**config.mk**
```make
export PLATFORM = sky130hd
export DESIGN_NAME = wfd_core
export DESIGN_NICKNAME = d
export VERILOG_FILES = /design/src/wfd_pkg.sv /design/src/wfd_filter.sv /design/src/wfd_core.sv
export VERILOG_INCLUDE_DIRS = /design/src
export SDC_FILE = /design/constraint.sdc
export NUM_CORES = 1
export LEC_CHECK = 0
export CAP_MARGIN = 20
export CORE_UTILIZATION = 53
export CTS_BUF_LIST = sky130_fd_sc_hd__clkbuf_2
export CTS_CLUSTER_DIAMETER = 100
export DETAILED_ROUTE_END_ITERATION = 6
export DONT_BUFFER_PORTS = 1
export PLACE_DENSITY = 0.7
export SYNTH_ARGS = -nofsm -noshare
export SYNTH_HDL_FRONTEND = slang
export SYNTH_SLANG_ARGS = --single-unit
```
**constraint.sdc**
```tcl
create_clock -name clock -period 10.5 [get_ports clock]
set_input_delay 1.05 -clock clock [delete_from_list [all_inputs] [get_ports clock]]
set_output_delay 1.05 -clock clock [all_outputs]
set_load 0.03 [all_outputs]
```
**src/wfd_regs.svh**
```systemverilog
// Register offsets, field positions, reset values and counts for wake frame detection
`ifndef WFD_REGS_SVH
`define WFD_REGS_SVH

// Control and status register fields
`define WFD_CSR_PATTERN_EN_BIT   1
`define WFD_CSR_FRAME_EN_BIT     2
`define WFD_CSR_PATTERN_RCV_BIT  5
`define WFD_CSR_FRAME_RCV_BIT    6
`define WFD_CSR_NOTIFY_PME_BIT   8
`define WFD_CSR_LOAD_PTR_LSB     16
`define WFD_CSR_RESET            32'h0000_0000

// Filter load port word sequence
`define WFD_LOAD_WORDS           8
`define WFD_LOAD_CMD_WORD        4
`define WFD_LOAD_OFFSET_WORD     5
`define WFD_LOAD_CRC01_WORD      6
`define WFD_LOAD_CRC23_WORD      7
`define WFD_CMD_ENABLE_BIT       0
`define WFD_CMD_MCAST_BIT        3
`define WFD_MASK_RESET           32'h0000_0000

// Frame layout and pattern packet counts
`define WFD_ADDR_FIELDS_LEN      12
`define WFD_DA_LEN               6
`define WFD_MASK_BYTES           31
`define WFD_SYNC_LEN             6
`define WFD_ADDR_REPS            16
`define WFD_SYNC_BYTE            8'hff

// CRC-16 engine
`define WFD_CRC_INIT             16'hffff
`define WFD_CRC_POLY_REFL        16'ha001

`endif

```
**src/wfd_pkg.sv**
```systemverilog
// Types shared by the wake frame detection modules
package wfd_pkg;

  typedef struct packed {
    logic       valid;
    logic       sof;
    logic       eof;
    logic [7:0] data;
  } wfd_rx_byte_t;

  typedef struct packed {
    logic [31:0] mask;
    logic [3:0]  cmd;
    logic [7:0]  offset;
    logic [15:0] crc;
  } wfd_filter_cfg_t;

  typedef enum logic [1:0] {
    WFD_SEARCH_SYNC,
    WFD_AFTER_SYNC,
    WFD_MATCH_ADDR
  } wfd_state_t;

  // CRC-16 over one byte, bit 0 first, reflected polynomial
  function automatic logic [15:0] wfd_crc16_byte(input logic [15:0] crc_in,
                                                 input logic [7:0]  data);
    logic [15:0] c;
    c = crc_in;
    for (int b = 0; b < 8; b++) begin
      if (c[0] ^ data[b]) begin
        c = (c >> 1) ^ 16'ha001;
      end else begin
        c = c >> 1;
      end
    end
    return c;
  endfunction : wfd_crc16_byte

endpackage : wfd_pkg

```
**src/wfd_filter.sv**
```systemverilog
// One programmable wake frame filter: masked CRC-16 and command check
`include "wfd_regs.svh"
module wfd_filter
  import wfd_pkg::*;
(
  // Clock and reset
  input  wire logic            clock,
  input  wire logic            rst_n,
  // Receive byte stream
  input  wire wfd_rx_byte_t    rx,
  input  wire logic [10:0]     rx_index,
  input  wire logic            frame_mcast,
  // Configuration
  input  wire wfd_filter_cfg_t cfg,
  // Result, valid with the last byte of a frame
  output logic                 match
);

  logic [15:0] crc;
  logic [15:0] base_crc;
  logic [15:0] next_crc;
  logic [10:0] rel;
  logic        in_window;

  always_comb begin
    base_crc  = rx.sof ? `WFD_CRC_INIT : crc;
    rel       = rx_index - {3'h0, cfg.offset};
    in_window = (rx_index >= {3'h0, cfg.offset}) && (rel < 11'(`WFD_MASK_BYTES))
                && cfg.mask[rel[4:0]];
    next_crc  = in_window ? wfd_crc16_byte(base_crc, rx.data) : base_crc;
  end

  always_ff @(posedge clock or negedge rst_n) begin
    if (!rst_n) begin
      crc <= `WFD_CRC_INIT;
    end else if (rx.valid) begin
      crc <= next_crc;
    end
  end

  assign match = rx.valid && rx.eof
                 && cfg.cmd[`WFD_CMD_ENABLE_BIT]
                 && (cfg.cmd[`WFD_CMD_MCAST_BIT] == frame_mcast)
                 && (next_crc == cfg.crc);

endmodule : wfd_filter

```
**src/wfd_core.sv**
```systemverilog
// Wake frame and wake pattern packet detection for the receive path
`include "wfd_regs.svh"

// How it works
// Mask bit j includes byte offset plus j
// Address type picks multicast or unicast frames
// Command enable bit turns filter on
// Offset indexes frame from destination byte zero
// Software keeps offset at twelve or more
// Equal CRC-16 means wake frame received
// Pattern enable blocks reception, scans data
// Pattern match notifies by interrupt or event
// Pattern match sets pattern received flag
// Clearing pattern enable resumes normal reception
// Candidates addressed to station or broadcast
// Multicast frames also accepted as candidates
// Search six all-ones bytes after addresses
// Sixteen back-to-back station address copies required
// Broken run restarts the sync search
// Sync and copies may start anywhere
// D1 state forces both detections on
// Four independent programmable filters
// Filter pass sets frame flag, notifies
// Software loads filters with eight writes
// Broadcast wakes despite broadcast disable bit
// Both sides share one CRC-16 form
module wfd_core
  import wfd_pkg::*;
(
  // Clock and reset
  input  wire logic         clock,
  input  wire logic         rst_n,
  // Receive byte stream from the MAC receive path
  input  wire wfd_rx_byte_t rx,
  // Station address, byte 0 is the first on the wire
  input  wire logic [47:0]  station_addr,
  // Power state and broadcast control from the MAC
  input  wire logic         power_state_d1,
  input  wire logic         broadcast_disable,
  // Control and status register port
  input  wire logic         csr_wr,
  input  wire logic [31:0]  csr_wdata,
  output logic [31:0]       csr_rdata,
  // Filter load port
  input  wire logic         wake_filter_load_port_wr,
  input  wire logic [31:0]  wake_filter_load_port_wdata,
  // Receive control and host notification
  output logic              rx_block,
  output logic              host_irq,
  output logic              power_event_output
);

  localparam int NF = 4;

  // Control and status bits
  logic            wake_pattern_enable;
  logic            wake_frame_enable;
  logic            notify_pme;
  logic            wake_pattern_received_flag;
  logic            wake_frame_received_flag;

  // Filter storage
  logic [31:0]     mask_q [NF];
  logic [3:0]      cmd_q [NF];
  logic [7:0]      offset_q [NF];
  logic [15:0]     crc_q [NF];
  logic [2:0]      load_ptr;
  wfd_filter_cfg_t cfg [NF];
  logic [NF-1:0]   filter_hit;

  // Frame tracking
  logic [10:0]     byte_cnt;
  logic [10:0]     rx_index;
  logic            da_mcast;
  logic            da_station;
  logic            cur_mcast;
  logic            cur_station;
  logic            addr_ok;

  // Pattern packet search
  wfd_state_t      state;
  wfd_state_t      next_state;
  logic [2:0]      sync_cnt;
  logic [2:0]      next_sync_cnt;
  logic [2:0]      addr_byte;
  logic [2:0]      next_addr_byte;
  logic [3:0]      rep_cnt;
  logic [3:0]      next_rep_cnt;
  logic            pattern_found;

  logic            pattern_active;
  logic            frame_active;
  logic            frame_event;
  logic            clr_pattern;
  logic            clr_frame;

  function automatic logic [7:0] addr_byte_at(input logic [47:0] addr, input logic [2:0] k);
    return addr[8*k +: 8];
  endfunction : addr_byte_at

  // Detection enables
  assign pattern_active = wake_pattern_enable || power_state_d1;
  assign frame_active   = wake_frame_enable || power_state_d1;
  assign rx_block       = pattern_active || frame_active;

  // Control and status register
  assign clr_pattern = csr_wr && csr_wdata[`WFD_CSR_PATTERN_RCV_BIT];
  assign clr_frame   = csr_wr && csr_wdata[`WFD_CSR_FRAME_RCV_BIT];

  always_ff @(posedge clock or negedge rst_n) begin
    if (!rst_n) begin
      wake_pattern_enable <= 1'(`WFD_CSR_RESET >> `WFD_CSR_PATTERN_EN_BIT);
      wake_frame_enable   <= 1'(`WFD_CSR_RESET >> `WFD_CSR_FRAME_EN_BIT);
      notify_pme          <= 1'(`WFD_CSR_RESET >> `WFD_CSR_NOTIFY_PME_BIT);
    end else if (csr_wr) begin
      wake_pattern_enable <= csr_wdata[`WFD_CSR_PATTERN_EN_BIT];
      wake_frame_enable   <= csr_wdata[`WFD_CSR_FRAME_EN_BIT];
      notify_pme          <= csr_wdata[`WFD_CSR_NOTIFY_PME_BIT];
    end
  end

  // Sticky flags, write one to clear, a new event wins over the clear
  always_ff @(posedge clock or negedge rst_n) begin
    if (!rst_n) begin
      wake_pattern_received_flag <= 1'b0;
    end else if (pattern_found) begin
      wake_pattern_received_flag <= 1'b1;
    end else if (clr_pattern) begin
      wake_pattern_received_flag <= 1'b0;
    end
  end

  always_ff @(posedge clock or negedge rst_n) begin
    if (!rst_n) begin
      wake_frame_received_flag <= 1'b0;
    end else if (frame_event) begin
      wake_frame_received_flag <= 1'b1;
    end else if (clr_frame) begin
      wake_frame_received_flag <= 1'b0;
    end
  end

  always_comb begin
    csr_rdata = 32'h0000_0000;
    csr_rdata[`WFD_CSR_PATTERN_EN_BIT]  = wake_pattern_enable;
    csr_rdata[`WFD_CSR_FRAME_EN_BIT]    = wake_frame_enable;
    csr_rdata[`WFD_CSR_PATTERN_RCV_BIT] = wake_pattern_received_flag;
    csr_rdata[`WFD_CSR_FRAME_RCV_BIT]   = wake_frame_received_flag;
    csr_rdata[`WFD_CSR_NOTIFY_PME_BIT]  = notify_pme;
    csr_rdata[`WFD_CSR_LOAD_PTR_LSB +: 3] = load_ptr;
  end

  // Notification follows the sticky flags through the selected output
  always_ff @(posedge clock or negedge rst_n) begin
    if (!rst_n) begin
      host_irq           <= 1'b0;
      power_event_output <= 1'b0;
    end else begin
      host_irq           <= (wake_pattern_received_flag || wake_frame_received_flag) && !notify_pme;
      power_event_output <= (wake_pattern_received_flag || wake_frame_received_flag) && notify_pme;
    end
  end

  // Filter load port: eight successive words fill the filter table
  always_ff @(posedge clock or negedge rst_n) begin
    if (!rst_n) begin
      load_ptr <= 3'h0;
    end else if (wake_filter_load_port_wr) begin
      load_ptr <= load_ptr + 3'h1;
    end
  end

  always_ff @(posedge clock or negedge rst_n) begin
    if (!rst_n) begin
      for (int i = 0; i < NF; i++) begin
        mask_q[i]   <= `WFD_MASK_RESET;
        cmd_q[i]    <= 4'h0;
        offset_q[i] <= 8'h00;
        crc_q[i]    <= 16'h0000;
      end
    end else if (wake_filter_load_port_wr) begin
      unique case (load_ptr)
        3'(`WFD_LOAD_CMD_WORD): begin
          for (int i = 0; i < NF; i++) begin
            cmd_q[i] <= wake_filter_load_port_wdata[8*i +: 4];
          end
        end
        3'(`WFD_LOAD_OFFSET_WORD): begin
          for (int i = 0; i < NF; i++) begin
            offset_q[i] <= wake_filter_load_port_wdata[8*i +: 8];
          end
        end
        3'(`WFD_LOAD_CRC01_WORD): begin
          crc_q[0] <= wake_filter_load_port_wdata[15:0];
          crc_q[1] <= wake_filter_load_port_wdata[31:16];
        end
        3'(`WFD_LOAD_CRC23_WORD): begin
          crc_q[2] <= wake_filter_load_port_wdata[15:0];
          crc_q[3] <= wake_filter_load_port_wdata[31:16];
        end
        default: begin
          mask_q[load_ptr[1:0]] <= {1'b0, wake_filter_load_port_wdata[30:0]};
        end
      endcase
    end
  end

  // Four filters run side by side on every byte
  for (genvar g = 0; g < NF; g++) begin : g_filter
    assign cfg[g] = '{mask: mask_q[g], cmd: cmd_q[g], offset: offset_q[g], crc: crc_q[g]};
    wfd_filter u_filter (
      .clock       (clock),
      .rst_n       (rst_n),
      .rx          (rx),
      .rx_index    (rx_index),
      .frame_mcast (cur_mcast),
      .cfg         (cfg[g]),
      .match       (filter_hit[g])
    );
  end

  // Byte position and destination address checks
  assign rx_index = rx.sof ? 11'h000 : byte_cnt;

  always_ff @(posedge clock or negedge rst_n) begin
    if (!rst_n) begin
      byte_cnt <= 11'h000;
    end else if (rx.valid && rx_index != 11'h7ff) begin
      byte_cnt <= rx_index + 11'h001;
    end
  end

  always_comb begin
    cur_mcast   = (rx_index == 11'h000) ? rx.data[0] : da_mcast;
    cur_station = rx.sof ? 1'b1 : da_station;
    if (rx_index < 11'(`WFD_DA_LEN)) begin
      cur_station = cur_station && (rx.data == addr_byte_at(station_addr, rx_index[2:0]));
    end
    // Broadcast is multicast, so it passes regardless of broadcast_disable
    addr_ok = cur_station || cur_mcast;
  end

  always_ff @(posedge clock or negedge rst_n) begin
    if (!rst_n) begin
      da_mcast   <= 1'b0;
      da_station <= 1'b0;
    end else if (rx.valid) begin
      da_mcast   <= cur_mcast;
      da_station <= cur_station;
    end
  end

  assign frame_event = frame_active && (|filter_hit) && addr_ok;

  // Pattern packet search
  always_comb begin
    next_state     = state;
    next_sync_cnt  = sync_cnt;
    next_addr_byte = addr_byte;
    next_rep_cnt   = rep_cnt;
    pattern_found  = 1'b0;
    if (rx.sof || rx_index < 11'(`WFD_ADDR_FIELDS_LEN)) begin
      next_state    = WFD_SEARCH_SYNC;
      next_sync_cnt = 3'h0;
    end else begin
      unique case (state)
        WFD_SEARCH_SYNC: begin
          if (rx.data == `WFD_SYNC_BYTE) begin
            next_sync_cnt = sync_cnt + 3'h1;
            if (sync_cnt == 3'(`WFD_SYNC_LEN - 1)) begin
              next_state = WFD_AFTER_SYNC;
            end
          end else begin
            next_sync_cnt = 3'h0;
          end
        end
        WFD_AFTER_SYNC: begin
          if (rx.data == addr_byte_at(station_addr, 3'h0)) begin
            next_state     = WFD_MATCH_ADDR;
            next_addr_byte = 3'h1;
            next_rep_cnt   = 4'h0;
          end else if (rx.data != `WFD_SYNC_BYTE) begin
            next_state    = WFD_SEARCH_SYNC;
            next_sync_cnt = 3'h0;
          end
        end
        WFD_MATCH_ADDR: begin
          if (rx.data == addr_byte_at(station_addr, addr_byte)) begin
            next_addr_byte = addr_byte + 3'h1;
            if (addr_byte == 3'(`WFD_DA_LEN - 1)) begin
              next_addr_byte = 3'h0;
              next_rep_cnt   = rep_cnt + 4'h1;
              if (rep_cnt == 4'(`WFD_ADDR_REPS - 1)) begin
                // Idle bytes between valid ones must never complete a match
                pattern_found = rx.valid && pattern_active && addr_ok;
                next_state    = WFD_SEARCH_SYNC;
                next_sync_cnt = 3'h0;
              end
            end
          end else begin
            // A broken run may itself begin the next sync stream
            next_state    = WFD_SEARCH_SYNC;
            next_sync_cnt = (rx.data == `WFD_SYNC_BYTE) ? 3'h1 : 3'h0;
          end
        end
      endcase
    end
  end

  always_ff @(posedge clock or negedge rst_n) begin
    if (!rst_n) begin
      state     <= WFD_SEARCH_SYNC;
      sync_cnt  <= 3'h0;
      addr_byte <= 3'h0;
      rep_cnt   <= 4'h0;
    end else if (rx.valid && pattern_active) begin
      state     <= next_state;
      sync_cnt  <= next_sync_cnt;
      addr_byte <= next_addr_byte;
      rep_cnt   <= next_rep_cnt;
    end else if (!pattern_active) begin
      state     <= WFD_SEARCH_SYNC;
      sync_cnt  <= 3'h0;
    end
  end

  logic unused_ok;
  assign unused_ok = broadcast_disable;

endmodule : wfd_core

```
* Yosys cells after proc, flatten, opt, wreduce, memory -nomap -nowiden
Index checks and enable logic that the tools add are counted.
** Word-level totals
- Flip-flop bits (word level) :: 339
- Input port bits :: 129
- Word-level logic and storage cells :: 312
** Cells by class
- Add/subtract/negate cells :: 9
- Order comparisons :: 16
- Eq/ne operators :: 34
- Shift-type cells :: 2
- Muxes and demuxes :: 94
- Bitwise operators :: 67
- Reduce and logical (&&, ||, !) cells :: 55
** Operator list (number)
- $mux 16 :: 40
- $bwmux 128 :: 1
- $not 2->3 :: 33
- $shiftx 48x7->8 :: 2
- $demux 32 s2 :: 1
- $eq 16x16->1 :: 4
- $ge 11x8->1 :: 4
- $lt 11x5->1 const B :: 4
- $sub 11x8->11 :: 4
- $mux 3 :: 12
- $logic_and 1x1->1 :: 32
- $mux 32 :: 1
- $xor 1x1->1 :: 32
- $eq 8x8->1 :: 3
- $lt 5x6->1 const B :: 4
- $bmux 1 s5 :: 4
- $mux 2 :: 10
- $eq 3x3->1 const B :: 6
- $mux 1 :: 17
- $ne 4x4->1 const B :: 4
- $ne 5x5->1 const B :: 3
- $mux 4 :: 3
- $reduce_and 6->1 :: 2
- $add 11x1->11 const B :: 1
- other kinds (29) :: 50

* Depth between registers and ports, before layout
Gate-level depths: netlist of run 1.
- Word-level depth :: 24
- Depth in mapped cells :: 29
- Gate-level depth less buffers :: 16

* Hierarchy
Synthesis of run 1 repeated with hierarchy kept, for this count alone.
** Unflattened totals
- Cell total of the unflattened synthesis :: 2180
- Area total of the unflattened synthesis :: 22389.0 um^2
** By module, submodules not included
- wfd_core :: instances 1, cells each 914, area each 12141.6 um^2
- wfd_filter at g_filter[0].u_filter ... :: instances 2, cells each 304, area each 2477.4 um^2
- wfd_filter at g_filter[2].u_filter :: instances 1, cells each 338, area each 2705.1 um^2
- wfd_filter at g_filter[3].u_filter :: instances 1, cells each 320, area each 2587.5 um^2

* Worst setup path after synthesis of run 1
Ideal clock, no wire load.
- Kind :: input -> register
- Start point :: input port rx[9] (netlist name)
- End point :: register wake_frame_received_flag
- Data arrival time :: 7.143 ns
- Data required time :: 10.418 ns
- Path slack :: 3.275 ns
- Cell stages on the path :: 27
- Cells stage by stage :: buf_4 -> buf_2 -> buf_2 -> buf_2 -> buf_2 -> buf_2 -> clkbuf_1 -> clkbuf_1 -> clkbuf_1 -> clkbuf_1 -> buf_2 -> buf_1 -> nor2b_1 -> ha_1 -> buf_2 -> nor2_1 -> a221oi_1 -> o211ai_1 -> or4_4 -> or4_1 -> buf_2 -> o21ai_2 -> o211ai_1 -> xor2_1 -> or4_1 -> or4_1 -> a31oi_1
** On the way
- Longest elaborated chain between the ends :: 24
- Elaborated cells on any way between the ends :: 163
- Those cells by class :: add/sub (4); order compare (9); eq/ne (9); shift (1); mux (53); bitwise (64); reduce/logical (23)
** Ends and longest elaborated chain
- start: declaration :: RTL line wfd_core.sv:34 : input wire wfd_rx_byte_t rx,
- $mux 16 :: RTL line wfd_filter.sv:26 : base_crc = rx.sof ? `WFD_CRC_INIT : crc;
- $xor 1x1->1 / $not 2->3 (equally long branches)
- $mux 16 :: RTL line wfd_pkg.sv:30 : if (c[0] ^ data[b]) begin
- $xor 1x1->1 :: RTL line wfd_pkg.sv:30
- $mux 16 :: RTL line wfd_pkg.sv:30
- $xor 1x1->1 :: RTL line wfd_pkg.sv:30
- $mux 16 :: RTL line wfd_pkg.sv:30
- $xor 1x1->1 :: RTL line wfd_pkg.sv:30
- (+8 left out)
- $mux 16 :: RTL line wfd_pkg.sv:30
- $mux 16 :: RTL line wfd_filter.sv:30 : next_crc = in_window ? wfd_crc16_byte(base_crc, rx.data) : base_crc;
- $eq 16x16->1 :: RTL line wfd_filter.sv:44 : && (next_crc == cfg.crc);
- $logic_and 1x1->1 :: RTL line wfd_filter.sv:41 : assign match = rx.valid && rx.eof
- $reduce_or 4->1 :: RTL line wfd_core.sv:253 : assign frame_event = frame_active && (|filter_hit) && addr_ok;
- $logic_and 1x1->1 :: RTL line wfd_core.sv:253
- $logic_and 1x1->1 (*) :: RTL line wfd_core.sv:253
- $mux 1 / $reduce_bool 2->1 (equally long branches)
- end signal: assignment :: RTL line wfd_core.sv:135 : wake_frame_received_flag <= 1'b0;
- end signal: assignment :: RTL line wfd_core.sv:137 : wake_frame_received_flag <= 1'b1;
- end signal: assignment :: RTL line wfd_core.sv:139 : wake_frame_received_flag <= 1'b0;
- end: declaration :: RTL line wfd_core.sv:60 : logic wake_frame_received_flag;
Mark *: on every way between the ends. The rest lies on a longest branch, timed or not. The select of a mux whose other input is x is not followed.
A chain may end at the register's enable or synchronous reset.

* Worst setup path after layout of run 1
- Start point :: register byte_cnt[0]
- End point :: register wake_frame_received_flag
** On the way
- Longest elaborated chain between the ends :: 12
- Elaborated cells on any way between the ends :: 62
- Those cells by class :: add/sub (4); order compare (9); eq/ne (9); shift (1); mux (16); reduce/logical (23)
** Ends and longest elaborated chain
- start: declaration :: RTL line wfd_core.sv:72 : logic [10:0] byte_cnt;
- start signal: assignment :: RTL line wfd_core.sv:229 : byte_cnt <= rx_index + 11'h001;
- $mux 11 (*) :: RTL line wfd_core.sv:223 : assign rx_index = rx.sof ? 11'h000 : byte_cnt;
- $sub 11x8->11 :: RTL line wfd_filter.sv:27 : rel = rx_index - {3'h0, cfg.offset};
- $lt 11x5->1 / $bmux 1 s5 (equally long branches) :: RTL line wfd_filter.sv:28, wfd_filter.sv:29
- $logic_and 1x1->1 / $mux 1 (equally long branches) :: RTL line wfd_filter.sv:28, wfd_filter.sv:29
- $logic_and 1x1->1 :: RTL line wfd_filter.sv:28 : in_window = (rx_index >= {3'h0, cfg.offset}) && (rel < 11'(`WFD_MASK_BYTES))
- $mux 16 :: RTL line wfd_filter.sv:30
- $eq 16x16->1 :: RTL line wfd_filter.sv:44
- $logic_and 1x1->1 :: RTL line wfd_filter.sv:41
- $reduce_or 4->1 :: RTL line wfd_core.sv:253
- $logic_and 1x1->1 :: RTL line wfd_core.sv:253
- $logic_and 1x1->1 (*) :: RTL line wfd_core.sv:253
- $mux 1 / $reduce_bool 2->1 (equally long branches)
Marked as above.

==> impl_metrics.yaml, run 1 <==
placed_design:
  dp.cells: 2599
  port_buffers: 0
  gp_congestion: 0.9968
  hpwl_um: 43280
synthesis:
  netlist_top_cells_count: "dfrtp_1 (263), mux2_2 (262), nor2_1 (170), xnor2_1 (109), a21oi_1 (103)"
  yosys.cell_types.count: 97
  synth_seq_cells: 327
  synth_edf_count: 0
  async_reset_ff_share_pct: 100.0
  synth_area_leaders: "dfrtp_1 (30%), mux2_2 (13%), dfstp_2 (7.6%)"
  yosysMostFrequentCell: "dfrtp_1"
  synth_top_cell_area_share_pct: 29.80
  synth_ff_type: "dfrtp_1"
  yosysWarningCount: 0
  synthesis.area_um2: 22080
  yosys.area.top_type: "dfrtp_1"
  ys_seq_area_share_pct: 37.42
  synthCells: 2209
  syn_area_per_cell_um2: 9.997
final_layout:
  nets: 2351
  fin_cells: 2783
  final_layout_size_suffix_gt1_share_pct: 24.92
  area_growth_pct: 5.167
  fin_util_pct: 56.75
  fill_cells: 3587
cts:
  cts_root_buf: "clkbuf_2"
  htreeDepth: 3
  clk_latency_ps: 1100
  clockBufferDepth: 3
  post_cts_buffers: 0
  cts_hold_buffers: 16
  clock_sinks: 327
  clkTransAtPathRegs_ps: 100
  cts_tree: "yes"
  cts_made_buffers: 87
  ctsResizeCount: 0
sta:
  tightest_slew_ps: 1157
  post-route-period-util_pct: 64.14
  slew_headroom_pct: 22.31
  tns_ps: 0
  slew_viol_final: 0
  rsz0062_at_grt: "no"
  finalCriticalPeriod_ps: 6735
  finalSetupViolCount: 0
  hold_ws_ps: 46.01
  skew_ps: 112.9
  hold_viol: 0
  max_clock_freq_mhz: 148.5
floorplan:
  num_io_pins: 164
  die_height_um: 206.1
  initial_core_util_pct: 53.96
  core_region_area_um2: 40920
  die_w_um: 206.1
  num_rows: 74
  die-area_um2: 42490
grt:
  track_usage_pct: 31.19
  grt.overflow.total: 0
  grt_pass1_wl_um: 100500
  grt_max_degree: 328
  antenna_found_initial: 2
  grt_pass1_vias: 17372
routing:
  ant_nets: 0
  wl_per_cell_um: 23.51
  dr.pass1.iters: 7
  drt_iter0_drc: 1618
  drt_wl_total_um: 65440
  route.detailed.drc: 4
  vias: 17962
  post_drt_via_cell_ratio: 6.454
setup_path:
  path_cells: "nor2b_2, inv_1, ha_1, fa_1, xor2_1, mux4_2, mux2i_1, mux2i_1, nor4_2, buf_4, and2_1, a221oi_1, a311o_1, nor4_1, a41oi_1, a31oi_1"
  crit_fanout: 21
  worstSetupPathType: "flop to flop"
  worst_path_most_repeated_cell: "mux2i_1"
  cp_slowest_cell: "nor4_1"
  cp.required_ps: 11430
  path_buf_inv: 2
  cp_slowest_stage_delay_ps: 840
  cp-start-kind: "flop"
  r2r_slack_ps: 3770
  cpLargestDelayFamily: "simple AND/OR/NAND/NOR gates"
  crit_path_end_kind: "flop"
  cp_data_arrival_time_ps: 7670
power:
  ir_drop_mv: 0.1913
  p_leak_nw: 9.652
  power.density_nw_per_um2: 255.6
flow_run:
  cap_viol_max_count: 0
run_status:
  status: "complete, but fails checks"
  violations: "design-rule violations"
hold_path:
  hp-class: "input port to asynchronous set/reset pin"
## state kept, by name, summed over array words and instances, names as in the netlist
signal                      flops
cfg                           228
g_filter.u_filter.crc          64
byte_cnt                       11
rep_cnt                         4
addr_byte                       3
load_ptr                        3
sync_cnt                        3
state                           2
da_mcast                        1
da_station                      1
host_irq                        1
notify_pme                      1
power_event_output              1
wake_frame_enable               1
wake_frame_received_flag        1
wake_pattern_enable             1
wake_pattern_received_flag      1
## metal layers
metal  vias up  global-route usage, %  routed length (um)
met4         0                  13.89                2636
met5         -                      0                   0
met1      8930                  41.09               27420
met2       806                  49.22               30340
li1       8056                      -                   -
met3       170                  6.827                5032
## path summary, 6_finish.rpt
check,startpoint,to,cells after the start
min reg2reg,cfg[100],cfg[100],1
max in group asynchronous,rst_n,cfg[64],2
min in group clock,wake_filter_load_port_wr,load_ptr[1],2
max reg2reg,byte_cnt[0],wake_frame_received_flag,16
max,byte_cnt[0],wake_frame_received_flag,16
min,rst_n,cfg[128],1
## worst reg2reg max path: stages (launching register included)
cell and delay [ps]:
dfrtp_1 770, nor2b_2 460, inv_1 290, ha_1 300, fa_1 440, xor2_1 500, mux4_2 580, mux2i_1 160
mux2i_1 100, nor4_2 280, buf_4 260, and2_1 700, a221oi_1 190, a311o_1 350, nor4_1 840, a41oi_1 130
a31oi_1 320
## stage by stage
step / total power, mW / area, um^2 / setup slack (ps)
6_report: 5.935 / 23220 / 3765
5_1_grt: 6.302 / 23220 / 3657
4_1_cts: 5.918 / 23130 / 3026
3_5_place_dp: 4.938 / 22140 / 2870
3_3_place_gp: 4.833 / 22140 / 2909
2_1_floorplan: 4.332 / 22170 / 3275
## placed cells by master, fill, tap and decap left out, drive strengths merged, types with 13 or more instances in the layout
master,synthesis,final
o32ai,15,15
dfstp,64,64
inv,91,93
buf,95,26
clkinv,0,30
conb,1,24
or3,13,13
xnor2,110,110
o22ai,54,54
nor4,25,25
nand4,15,15
mux4,37,37
xor2,68,68
nand3,46,46
nor3,57,57
mux2i,44,44
nand2b,14,14
a211oi,16,16
o31ai,18,18
nor2b,23,23
dfrtp,263,263
and3,14,14
clkbuf,90,126
nor2,171,171
a221oi,17,17
a31oi,19,19
dlygate4sd3,0,15
a22oi,13,13
o21ai,81,81
ha,41,41
mux2,262,262
nand2,100,100
a21oi,104,104
## area by class of cell
cell class	count	area (um^2)	share of cell area [%]
multi-input combinational	1629	12720	54.76
sequential	327	8263	35.58
tap	532	665.6	2.866
clock buffer	126	630.6	2.715
timing repair buffer	41	412.9	1.778
inverter	91	341.6	1.471
clock inverter	33	182.7	0.7866
antenna	4	10.01	0.04310
## kinds of logic after synthesis
| kind of cell | after synthesis | synth area share (%) |
|---|---|---|
| simple gates | 548 | 12.65 |
| compound gates | 482 | 14.88 |
| mux | 343 | 19.15 |
| flops | 327 | 37.42 |
| buf+inv | 276 | 5.417 |
| xor+xnor | 183 | 7.604 |
| fa+ha+maj | 49 | 2.867 |
| other cells | 1 | 0.01698 |
## power by group
group / internal [mW] / total, mW / switching [mW]
Combinational: 1.41 / 2.70 / 1.30
Clock: 0.356 / 0.934 / 0.578
Sequential: 1.78 / 2.30 / 0.515
Total: 3.55 / 5.94 / 2.39
(Power assumes the default switching activity.)
==> inputs of run 2 (changes only) <==
Settings changed: ABC_AREA from default to 1.
Clock period 10.5 ns to 6.2 ns, I/O delays scaled along.
==> run 2 against run 1 <==
Effect of this change: the run ends with negative hold slack, max-slew violations left; global-route usage is 2.5 points higher; die area down 4.0%; routed wire length up 4.6%; flip-flop and latch count is the same; count of clock-buffer cells in the layout is 19 higher; clock power up 75%; utilization is 0.77 points higher; non-clock buffer count fell by 6; worst setup slack got worse by 3300 ps; total power rose by 47%; register-to-register slack lost 3300 ps; maximum frequency grew 17%; critical path type unchanged; critical endpoint unchanged.
==> impl_metrics.yaml, run 2 <==
run_status:
  status: "complete, but fails checks"
  violations: "negative hold slack, max-slew violations"
routing:
  route.detailed.drc: 0
  vias: 20519
  drt_iter0_drc: 1749
  dr.pass1.iters: 6
  ant_nets: 0
  drt_wl_total_um: 68420
  wl_per_cell_um: 18.43
  post_drt_via_cell_ratio: 5.528
cts:
  cts_made_buffers: 90
  htreeDepth: 3
  cts_tree: "yes"
  clockBufferDepth: 3
  clock_sinks: 327
  clk_latency_ps: 1040
  clkTransAtPathRegs_ps: 80
  post_cts_buffers: 0
  cts_root_buf: "clkbuf_2"
power:
  pwr-share-clk_pct: 18.7
  switching_share_pct: 44.28
  power.density_nw_per_um2: 388.0
  pwr-share-comb_pct: 42.5
  p_total_mw: 8.706
  seqPwrFrac_pct: 38.8
  ir_drop_mv: 0.3283
  power.internal_mw: 4.851
  p_leak_nw: 11.74
  p_sw_mw: 3.855
synthesis:
  syn_area_per_cell_um2: 6.797
  synth_top_cell_area_share_pct: 31.04
  yosysMostFrequentCell: "nand2_1"
  synth_area_leaders: "dfrtp_1 (31%), nand2_1 (21%), o21ai_0 (8.4%)"
  netlist_top_cells_count: "nand2_1 (1197), o21ai_0 (354), inv_1 (272), dfrtp_1 (263), nand3_1 (234)"
  ys_seq_area_share_pct: 38.98
  async_reset_ff_share_pct: 100.0
  synthesis.area_um2: 21200
  synth_seq_cells: 327
  synth_ff_type: "dfrtp_1"
  synth_edf_count: 0
  yosys.cell_types.count: 54
  synthCells: 3119
  yosysWarningCount: 0
  yosys.area.top_type: "dfrtp_1"
sta:
  slew_viol_final: 109
  finalSetupViolCount: 0
  max_clock_freq_mhz: 173.9
  skew_ps: 64.30
  hold_viol: 296
  slew_headroom_pct: -13.41
  tightest_slew_ps: 1701
  post-route-period-util_pct: 92.75
  tns_ps: 0
  finalCriticalPeriod_ps: 5751
  rsz0062_at_grt: "no"
  hold_ws_ps: -673.1
  setup_slack_ps: 449.4
setup_path:
  crit_path_end_kind: "flop"
  cp.required_ps: 7130
  path_cells: "nand2_1, ha_1, fa_1, clkinv_1, nand3_1, nand2_1, nand2_1, nand3_1, nand3_1, nand3_1, nor2_1, buf_4, nand3_2, o21ai_0, xor2_1, nand2_1, nor2_1, nand3_1, nand4_1, nand2_1, nand2_1, dlygate4sd3_1"
  cp_slowest_cell: "fa_1"
  worst_path_most_repeated_cell: "nand2_1"
  worstSetupPathType: "flop to flop"
  cp_slowest_stage_delay_ps: 780
  cp-start-kind: "flop"
  crit_fanout: 18
  cp_data_arrival_time_ps: 6680
placed_design:
  port_buffers: 0
  dpl_cell_area_um2: 21290
  place_ws_ps: 791.7
  gp_congestion: 0.9730
  hpwl_um: 44850
floorplan:
  die_w_um: 202
  initial_core_util_pct: 54.35
  num_rows: 72
  core_region_area_um2: 39010
  die-area_um2: 40800
  die_height_um: 202
  num_io_pins: 164
grt:
  track_usage_pct: 33.71
  antenna_found_initial: 8
  grt_max_degree: 328
  grt.overflow.total: 0
  grt_pass1_vias: 19042
  grt_pass1_wl_um: 105600
flow_run:
  cap_viol_max_count: 0
final_layout:
  fill_cells: 3831
  area_growth_pct: 5.837
  fin_area_um2: 22440
  final_common_cell: "nand2_1"
  final_cell_mix: "nand2_1 (1196), o21ai_0 (354), inv_1 (272), dfrtp_1 (263), nand3_1 (227)"
  final_layout_size_suffix_gt1_share_pct: 9.122
  nets: 3291
  largest_reg_flops: 228
hold_path:
  hp-class: "input port to asynchronous set/reset pin"
run 2: cell types whose count changed in the layout (fill, tap and decap cells not counted), sizes merged, moves of 52 or more:
cell,before,now
nand2,100,1207
mux2,262,1
a21oi,104,51
o21ai,81,362
inv,93,283
xnor2,110,16
nand3,46,237
o22ai,54,2
run 2: repair_timing:
item | 4_1_cts | 5_1_grt
hold endpoints to repair | 410 | 329
hold buffers | 20 | 1
setup endpoints to repair | 0 | 1
resized for setup | 0 | 1
run 2: through the flow:
step	util, %	std cells
floorplan	-	3142
global placement	54.52	3518
detailed placement	54.57	3519
CTS	57.30	3704
global route	57.51	3710
finish	57.52	3712
run 2: logic make-up (layout without fill, tap and decap cells):
group	after synthesis	count (layout)	share of synthesized area, %
flip-flops	327	327	38.98
XOR/XNOR	85	85	3.512
multiplexers	1	1	0.05311
buffers and inverters	441	489	8.782
adder cells (fa/ha/maj)	45	45	2.797
other	1	28	0.01769
AO/OA/AOI/OAI	465	465	11.66
AND/OR/NAND/NOR	1754	1754	34.20
run 2: final timing paths:
check,from,endpoint,slack [ps],depth (start not counted)
setup / recovery,byte_cnt[0],wake_frame_received_flag,450,22
hold / removal,rst_n,addr_byte[2],-670,0
setup reg to reg,byte_cnt[0],wake_frame_received_flag,450,22
hold reg to reg,g_filter[1].u_filter.crc[9],g_filter[1].u_filter.crc[9],490,2
max in group asynchronous,rst_n,cfg[36],5540,0
min in group clock,wake_filter_load_port_wr,cfg[174],60,3
run 2: cell type report:
| class | instances | area (um^2) | share of cell area, % |
|---|---|---|---|
| tap | 518 | 648.1 | 2.889 |
| sequential | 327 | 8263 | 36.83 |
| antenna | 4 | 10.01 | 0.04461 |
| timing repair buffer | 35 | 392.9 | 1.751 |
| multi-input combinational | 2374 | 11200 | 49.91 |
| inverter | 289 | 1085 | 4.835 |
| clock inverter | 20 | 113.9 | 0.5074 |
| clock buffer | 145 | 725.7 | 3.234 |
run 2: critical path: cells and delay by family, from the launching register on:
| kind | cells | cell delay (ps) |
|---|---|---|
| buf+inv | 3 | 1140 |
| simple gates | 15 | 2140 |
| fa+ha+maj | 2 | 1160 |
| flops | 1 | 530 |
| xor+xnor | 1 | 210 |
| compound gates | 1 | 450 |
run 2: metal layers:
metal  global-route usage, %  vias up  routed length [um]
met5                       0        -                   8
met4                   15.21        2                3051
met3                   6.643      168                5553
met2                   54.71      837               31630
met1                   43.50     9555               28170
li1                        -     9957                   -
run 2: power by group through the flow:
stage	combinational, mW	sequential (mW)	clock, mW
after floorplan	2.91	3.26	0
final	3.70	3.38	1.63
after detailed placement	3.60	3.41	0
after global placement	3.51	3.39	0
after global routing	4.22	3.47	1.77
after CTS	3.65	3.37	1.65
